**src/common/wdt_pkg.sv**
```systemverilog
// Constants for the watchdog and power-up timer block
package wdt_pkg;
  // Register map (byte offsets)
  localparam logic [7:0] CTRL_OFS   = 8'h00;
  localparam logic [7:0] RSTCTL_OFS = 8'h04;
  // Watchdog control fields
  localparam int ON_BIT  = 15;
  localparam int PS_LSB  = 2;
  localparam int PS_MSB  = 6;
  localparam int WIN_BIT = 1;
  localparam int CLR_BIT = 0;
  // Reset control fields
  localparam int BROWN_BIT = 1;
  // Reset values
  localparam logic [31:0] ZERO_WORD = 32'h0000_0000;
  localparam logic [4:0]  PS_RESET  = 5'h00;
  // Postscaler: time-out = base ticks shifted left by postscale value, limited to PS_MAX
  localparam int          CNT_W      = 26;
  localparam logic [25:0] BASE_TICKS = 26'h000_0020;
  localparam logic [4:0]  PS_MAX     = 5'h14;
  localparam int          WIN_SHIFT  = 2;
  // Power-up delay
  localparam int          CLK_PERIOD_PS     = 4000;
  localparam int          POWER_UP_DELAY_NS = 10000;
  localparam int          PU_CYCLES =
    (POWER_UP_DELAY_NS * 1000 + CLK_PERIOD_PS - 1) / CLK_PERIOD_PS;
  localparam int          PU_W      = 12;
  localparam logic [11:0] PU_LAST   = 12'(PU_CYCLES - 1);
  localparam logic [11:0] PU_ZERO   = 12'h000;
  localparam logic [25:0] CNT_ZERO  = 26'h000_0000;
  localparam logic [25:0] CNT_ONE   = 26'h000_0001;
  // Power-up sequencer states
  typedef enum logic [1:0] {
    PU_HOLD = 2'b01,
    PU_RUN  = 2'b10
  } wdt_pu_state_t;
endpackage

```
**src/common/wdt_tick_if.sv**
```systemverilog
// Low-power oscillator sample and tick carrier
`timescale 1ns/100ps
interface wdt_tick_if;
  logic oscLevel;
  logic tick;
  modport gen  (input oscLevel, output tick);
  modport core (output oscLevel, input tick);
endinterface

```
**src/verilog/wdt_core.sv**
```systemverilog
// Watchdog timer, power-up delay timer and brown-out flag
// Function
// RQ1 - While enabled the counter runs on low-power oscillator ticks and resets the device on expiry.
// RQ2 - A postscaler value picks one of several expiry intervals.
// RQ3 - Expiry while in Sleep or Idle wakes the device instead of resetting it.
// RQ4 - Control bit 15 written 1 enables, written 0 disables only a software enable.
// RQ5 - Control bit 15 reads 1 whenever the watchdog runs, by either enable.
// RQ6 - Bits 6 to 2 read the postscaler shadow, loaded from configuration at every reset.
// RQ7 - Bit 1 selects window mode, resets to 0 and is read-write.
// RQ8 - Writing 1 to bit 0 clears the count, writing 0 does nothing.
// RQ9 - Software avoids register access in the cycle right after clearing the enable bit.
// RQ10 - After any power-down, including Sleep, execution is held for a fixed power-up delay.
// RQ11 - A low regulator supply raises a brown-out reset and sets bit 1 of the reset control reg.
// RQ12 - Control bits 31 to 16 and 14 to 7 read zero and ignore writes.
// RQ13 - The counter restarts from zero on clear, enable and reset.
`timescale 1ns/100ps
module wdt_core (
  // Clock and reset
  input  wire logic        mclk,
  input  wire logic        resetn,
  // Register port
  input  wire logic [7:0]  regAddr,
  input  wire logic [31:0] regWdata,
  input  wire logic        regWr,
  input  wire logic        regRd,
  output logic      [31:0] regRdata,
  // Configuration and power state
  input  wire logic        cfgWdtEnable,
  input  wire logic [4:0]  cfgPostscaleSel,
  input  wire logic        lowPowerOsc,
  input  wire logic        sleepMode,
  input  wire logic        idleMode,
  input  wire logic        supplyLow,
  // Device control outputs
  output logic             wdtResetReq,
  output logic             wakeReq,
  output logic             execHold,
  output logic             brownoutReset
);
  wdt_tick_if tk ();

  wdt_tick_gen u_tick (
    .mclk   (mclk),
    .resetn (resetn),
    .tk     (tk.gen)
  );
  assign tk.oscLevel = lowPowerOsc;

  // Registers
  logic                  cfgEn_ff;
  logic                  swOn_ff;
  logic [4:0]            shadowPs_ff;
  logic                  winEn_ff;
  logic                  loadPend_ff;
  logic [wdt_pkg::CNT_W-1:0] count_ff;
  logic                  resetReq_ff;
  logic                  wakeReq_ff;
  logic                  brownFlag_ff;
  logic                  brownReset_ff;
  logic                  hold_ff;
  logic                  sleepPrev_ff;
  logic [wdt_pkg::PU_W-1:0]  puCnt_ff;
  wdt_pkg::wdt_pu_state_t    puState_ff;
  logic [31:0]           rdata_ff;

  // Decode
  wire ctrlSel   = regAddr == wdt_pkg::CTRL_OFS;
  wire rstCtlSel = regAddr == wdt_pkg::RSTCTL_OFS;
  wire ctrlWr    = regWr & ctrlSel;
  wire rstCtlWr  = regWr & rstCtlSel;
  wire running   = cfgEn_ff | swOn_ff;
  wire lowPower  = sleepMode | idleMode;
  // RQ8 clear on write one
  wire clrHit    = ctrlWr & regWdata[wdt_pkg::CLR_BIT];
  wire devReset  = resetReq_ff | brownReset_ff;

  // Postscaler limit
  // RQ2 selectable expiry period
  wire [4:0] psEff = (shadowPs_ff > wdt_pkg::PS_MAX) ? wdt_pkg::PS_MAX : shadowPs_ff;
  wire [wdt_pkg::CNT_W-1:0] limit    = wdt_pkg::BASE_TICKS << psEff;
  wire [wdt_pkg::CNT_W-1:0] lastCnt  = limit - wdt_pkg::CNT_ONE;
  wire [wdt_pkg::CNT_W-1:0] winStart = limit - (limit >> wdt_pkg::WIN_SHIFT);
  wire earlyClr = clrHit & running & winEn_ff & (count_ff < winStart);
  wire expire   = running & tk.tick & ~clrHit & (count_ff == lastCnt);

  // Read mux
  // RQ5 RQ12 enable read-back, zero gaps
  wire [31:0] ctrlRead   = {16'h0000, running, 8'h00, shadowPs_ff, winEn_ff, 1'b0};
  wire [31:0] rstCtlRead = {30'h0000_0000, brownFlag_ff, 1'b0};
  wire [31:0] nxt_rdata  = !regRd    ? wdt_pkg::ZERO_WORD :
                           ctrlSel   ? ctrlRead :
                           rstCtlSel ? rstCtlRead : wdt_pkg::ZERO_WORD;

  // Counter next value
  logic [wdt_pkg::CNT_W-1:0] nxt_count;
  always_comb
  begin
    nxt_count = count_ff;
    // RQ13 restart on disable or clear
    if (!running || clrHit || devReset)
      nxt_count = wdt_pkg::CNT_ZERO;
    // RQ1 count oscillator ticks
    else if (tk.tick)
      nxt_count = expire ? wdt_pkg::CNT_ZERO : count_ff + wdt_pkg::CNT_ONE;
  end

  // Enable, shadow and window controls
  always_ff @(posedge mclk or negedge resetn)
  begin
    if (!resetn)
    begin
      cfgEn_ff    <= 1'b0;
      swOn_ff     <= 1'b0;
      shadowPs_ff <= wdt_pkg::PS_RESET;
      winEn_ff    <= 1'b0;
      loadPend_ff <= 1'b1;
    end
    else
    begin
      loadPend_ff <= devReset;
      // RQ6 reload shadow after reset
      if (loadPend_ff)
      begin
        cfgEn_ff    <= cfgWdtEnable;
        shadowPs_ff <= cfgPostscaleSel;
        swOn_ff     <= 1'b0;
        winEn_ff    <= 1'b0;
      end
      else if (ctrlWr)
      begin
        // RQ4 software enable bit
        swOn_ff  <= regWdata[wdt_pkg::ON_BIT];
        // RQ7 window mode select
        winEn_ff <= regWdata[wdt_pkg::WIN_BIT];
      end
    end
  end

  // Counter and watchdog outputs
  always_ff @(posedge mclk or negedge resetn)
  begin
    if (!resetn)
    begin
      count_ff    <= wdt_pkg::CNT_ZERO;
      resetReq_ff <= 1'b0;
      wakeReq_ff  <= 1'b0;
    end
    else
    begin
      count_ff    <= nxt_count;
      // RQ1 expiry or early window clear resets
      resetReq_ff <= (expire & ~lowPower) | earlyClr;
      // RQ3 expiry wakes from Sleep or Idle
      wakeReq_ff  <= expire & lowPower;
    end
  end

  // Brown-out flag and reset
  always_ff @(posedge mclk or negedge resetn)
  begin
    if (!resetn)
    begin
      brownFlag_ff  <= 1'b0;
      brownReset_ff <= 1'b0;
    end
    else
    begin
      // RQ11 supply low sets flag, set wins over clear
      brownReset_ff <= supplyLow;
      if (supplyLow)
        brownFlag_ff <= 1'b1;
      else if (rstCtlWr && !regWdata[wdt_pkg::BROWN_BIT])
        brownFlag_ff <= 1'b0;
    end
  end

  // Power-up delay sequencer
  wire wakeEdge = sleepPrev_ff & ~sleepMode;
  always_ff @(posedge mclk or negedge resetn)
  begin
    if (!resetn)
    begin
      sleepPrev_ff <= 1'b0;
      puCnt_ff     <= wdt_pkg::PU_ZERO;
      puState_ff   <= wdt_pkg::PU_HOLD;
      hold_ff      <= 1'b1;
    end
    else
    begin
      sleepPrev_ff <= sleepMode;
      // RQ10 hold execution after power-down
      if (wakeEdge || devReset)
      begin
        puCnt_ff   <= wdt_pkg::PU_ZERO;
        puState_ff <= wdt_pkg::PU_HOLD;
        hold_ff    <= 1'b1;
      end
      else
      begin
        unique case (puState_ff)
          wdt_pkg::PU_HOLD:
          begin
            puCnt_ff <= puCnt_ff + 12'h001;
            if (puCnt_ff == wdt_pkg::PU_LAST)
            begin
              puState_ff <= wdt_pkg::PU_RUN;
              hold_ff    <= 1'b0;
            end
          end
          wdt_pkg::PU_RUN:
            puCnt_ff <= wdt_pkg::PU_ZERO;
          default:
          begin
            puState_ff <= wdt_pkg::PU_HOLD;
            hold_ff    <= 1'b1;
          end
        endcase
      end
    end
  end

  // Read data
  always_ff @(posedge mclk or negedge resetn)
  begin
    if (!resetn)
      rdata_ff <= wdt_pkg::ZERO_WORD;
    else
      rdata_ff <= nxt_rdata;
  end

  assign regRdata      = rdata_ff;
  assign wdtResetReq   = resetReq_ff;
  assign wakeReq       = wakeReq_ff;
  assign execHold      = hold_ff;
  assign brownoutReset = brownReset_ff;
endmodule // wdt_core

```
**src/verilog/wdt_tick_gen.sv**
```systemverilog
// Rising-edge tick generator for the low-power oscillator
`timescale 1ns/100ps
module wdt_tick_gen (
  // Clock and reset
  input wire logic mclk,
  input wire logic resetn,
  // Oscillator sample and tick
  wdt_tick_if.gen  tk
);
  logic oscPrev_ff;
  logic tick_ff;
  wire  oscRise = tk.oscLevel & ~oscPrev_ff;

  always_ff @(posedge mclk or negedge resetn)
  begin
    if (!resetn)
    begin
      oscPrev_ff <= 1'b0;
      tick_ff    <= 1'b0;
    end
    else
    begin
      oscPrev_ff <= tk.oscLevel;
      tick_ff    <= oscRise;
    end
  end

  assign tk.tick = tick_ff;
endmodule // wdt_tick_gen

```
**config.mk**
```make
export PLATFORM = sky130hd
export DESIGN_NAME = wdt_core
export DESIGN_NICKNAME = d
export VERILOG_FILES = /design/src/common/wdt_pkg.sv /design/src/common/wdt_tick_if.sv /design/src/verilog/wdt_core.sv /design/src/verilog/wdt_tick_gen.sv
export SDC_FILE = /design/constraint.sdc
export NUM_CORES = 1
export LEC_CHECK = 0
export ABC_CLOCK_PERIOD_IN_PS = 8710
export BUFFER_PORTS_ARGS = -buffer_cell sky130_fd_sc_hd__buf_2
export CAP_MARGIN = 20
export CELL_PAD_IN_SITES_DETAIL_PLACEMENT = 0
export CELL_PAD_IN_SITES_GLOBAL_PLACEMENT = 1
export CORE_UTILIZATION = 46
export CTS_CLUSTER_SIZE = 28
export DETAILED_ROUTE_END_ITERATION = 12
export PLACE_DENSITY_LB_ADDON = 0.1
export SLEW_MARGIN = 20
export SYNTH_ARGS = -nofsm -noshare
export SYNTH_HDL_FRONTEND = slang
export SYNTH_SLANG_ARGS = --single-unit
```
**constraint.sdc**
```tcl
create_clock -name mclk -period 8.71 [get_ports mclk]
set_input_delay 0.4355 -clock mclk [delete_from_list [all_inputs] [get_ports mclk]]
set_output_delay 0.4355 -clock mclk [all_outputs]
set_load 0.02 [all_outputs]
```
==> run_results.csv <==
group,metric,value,unit
synthesis,yosysTopAreaCellShare,26.85,%
clocking,cts_tree,"built",
global_route,grt_first_pass_wirelength,22630,um
clocking,htree_levels,3,
global_route,grt_max_degree,38,
synthesis,synth_edf_count,0,
final_layout,layout-drive-gt1-share,11.11,%
timing,fin_crit_sh,58.41,%
setup_path,critPathLaunch,"shadowPs_ff[2]",
clocking,cts_hold_buf,0,
clocking,cts_inserted_buffers,9,
floorplan,ios,90,
timing,tightest_slew,0.9657,ns
setup_path,r2r_setup_slack,3.62,ns
timing,hold-worst-slack,0.1288,ns
synthesis,ys_warn_count,0,
setup_path,cp-endpoint,"wdtResetReq",
placement,dp_hpwl,10330,um
pwr,p_leak,2.841,nW
synthesis,synth-seq-area-share,28.24,%
route,dr.pass1.iters,5,
setup_path,crit_chain,"buf_4, nor2_1, nand2_1, inv_1, ha_1, o41ai_4, nor2_1, a211oi_2, o2111ai_1, a31oi_1, nand2_1, a221oi_2, o21ai_1, xnor2_1, ha_1, and4_1, a2111oi_0, nand4_1, o32ai_2",
synthesis,avgSynthCellArea,8.086,um2
setup_path,cp_top_family,"compound AO/OA/AOI/OAI gates",
timing,min_period,5.088,ns
route,drc,0,
final_layout,nets,824,
hold_path,hold_class,"in -> async",
timing,final-setup-viol-count,0,
synthesis,synth_top_cell_by_area,"dfrtp_1",
synthesis,synth_area,5684,um2
pwr,pwr_density_cell,152.3,nW/um2
placement,io_buffers,35,
setup_path,worstSetupEndpointType,"register",
clocking,clk_pin_slew,0.05,ns
global_route,gr-total-overflow,0,
setup_path,cp.required,8.94,ns
floorplan,die-width,113.2,um
run_status,outcome,"completed",
timing,finalSetupTns,0,ns
setup_path,rr_worst_depth,19,
route,routedWlPerCell,15.78,um
setup_path,cp-start-kind,"register",
final_layout,final_common_cell,"nand2_1",
timing,final_max_slew_viol_count,0,
flow_run,cap_violations,0,
route,ant_nets,0,
timing,finClkSkew,0.007760,ns
global_route,grt_pass1_vias,4555,
setup_path,crit_fanout,22,
setup_path,rr_endpoint,"wdtResetReq",
floorplan,rows,40,
clocking,clk_latency,0.33,ns
synthesis,synth.area.top_cells,"dfrtp_1 (27%), ha_1 (10%), xor2_1 (4.5%)",
route,routed_wl,13820,um
synthesis,synthFlopType,"dfrtp_1",
floorplan,initial_core_util,47.32,%
synthesis,ys_seq_elements,64,
setup_path,crit_type,"reg -> reg",
timing,clock.fmax,0.1965,GHz
placement,place.gp.congestion,0.8594,
timing,rsz0062_at_grt,"false",
setup_path,cpPeakStageDelay,0.54,ns
floorplan,die_height,113.2,um
final_layout,antenna_cells,0,
pwr,ir_drop,95.86,uV
clocking,clockBufferDepth,2,
clocking,cts_setup_buffers,0,
setup_path,cp_num_buf_inv,2,
clocking,cts_sinks,64,
final_layout,mostFrequentLayoutCells,"nand2_1 (65), dfrtp_1 (61), nor2_1 (55)",
floorplan,dieArea,12810,um2
timing,hold_violations,0,
clocking,root_buffer,"clkbuf_16",
setup_path,cp_num_cells,19,
floorplan,core,12010,um2
route,vias,4914,
timing,relSlewSlack,35.12,%
setup_path,r2r-start,"shadowPs_ff[2]",
route,via_per_inst,5.610,
global_route,antenna_found_initial,0,
synthesis,synth_cells,703,
setup_path,cp_slowest_cell,"nor2_1",
route,drt_iter0_markers,345,
synthesis,ys_types,65,
clocking,cts-resized-gates,0,
final_layout,area_growth,7.550,%
global_route,grt_usage,22.24,%
synthesis,postSynth.asyncResetShare,100.0,%
setup_path,worstPathArrival,5.32,ns
Yosys cell counts, drive strengths merged (7+ instances only):
cell,count
xnor2,25
inv,38
nand2,65
clkbuf,14
o22ai,7
a31oi,11
nor3,21
nand3,30
and3,11
and2,11
a21o,10
or3,8
buf,42
a21oi,38
nor2,55
ha,46
xor2,29
o21ai,53
nand2b,10
dfrtp,61
nor2b,15
nand4,18
cell families (layout without fill, tap and decap cells):
group	count (synthesis)	count (layout)	synth area share (%)
adders and majority gates	46	46	10.13
buffers and inverters	94	96	8.673
and+or+nand+nor	276	276	25.09
AOI/OAI and AO/OA	156	156	17.24
other	1	25	0.06597
xor gates and xnor gates	54	54	8.320
muxes	12	12	2.245
DFF	64	64	28.24
stage by stage:
stage	cell area, um2	power (mW)	worst slack (ns)	utilization, %	std cells
finish	6113	0.9310	3.622	50.90	876
global route	6113	0.9837	3.294	50.90	876
CTS	6113	0.9385	3.645	50.90	876
detailed placement	5836	0.6034	3.646	48.58	860
global placement	5836	0.5976	3.676	48.58	860
floorplan	5774	0.5416	4.366	-	727
report_power, final:
group	internal (mW)	total (mW)	switching, mW
registers	0.303	0.306	0.00348
logic	0.113	0.294	0.181
clock network	0.207	0.331	0.124
cell type report:
class | instances | area [um2]
clock buffer | 13 | 260.3
clock inverter | 3 | 17.52
fill | 1170 | 5898
inverter | 38 | 142.6
multi-input combinational | 569 | 3676
sequential | 64 | 1605
tap | 147 | 183.9
timing repair buffer | 42 | 227.7
registers in the layout, indices dropped and copies added (netlist names), 2 cells and up:
name         flops
puState_ff       2
puCnt_ff        12
regRdata         7
count_ff        26
shadowPs_ff      5
routing by layer:
layer / wire [um] / track usage, % / vias to the layer above
met5: 0 / 0 / -
met4: 223 / 7.193 / 0
met3: 503 / 3.214 / 14
met2: 6314 / 35.91 / 121
met1: 6781 / 30.58 / 2293
li1: - / - / 2486
how the worst min path moves through the flow:
stage	from	slack, ns	cells past startpoint	end
after floorplan	resetn	0.14	0	brownFlag_ff
after global placement	u_tick.oscPrev_ff	0.38	1	u_tick.tk.tick
after detailed placement	u_tick.oscPrev_ff	0.40	1	u_tick.tk.tick
after CTS	resetn	0.15	1	puCnt_ff[8]
after global routing	resetn	0.18	1	puCnt_ff[8]
final	resetn	0.13	1	puCnt_ff[8]
No activity file was read; power rests on OpenSTA's default activity.
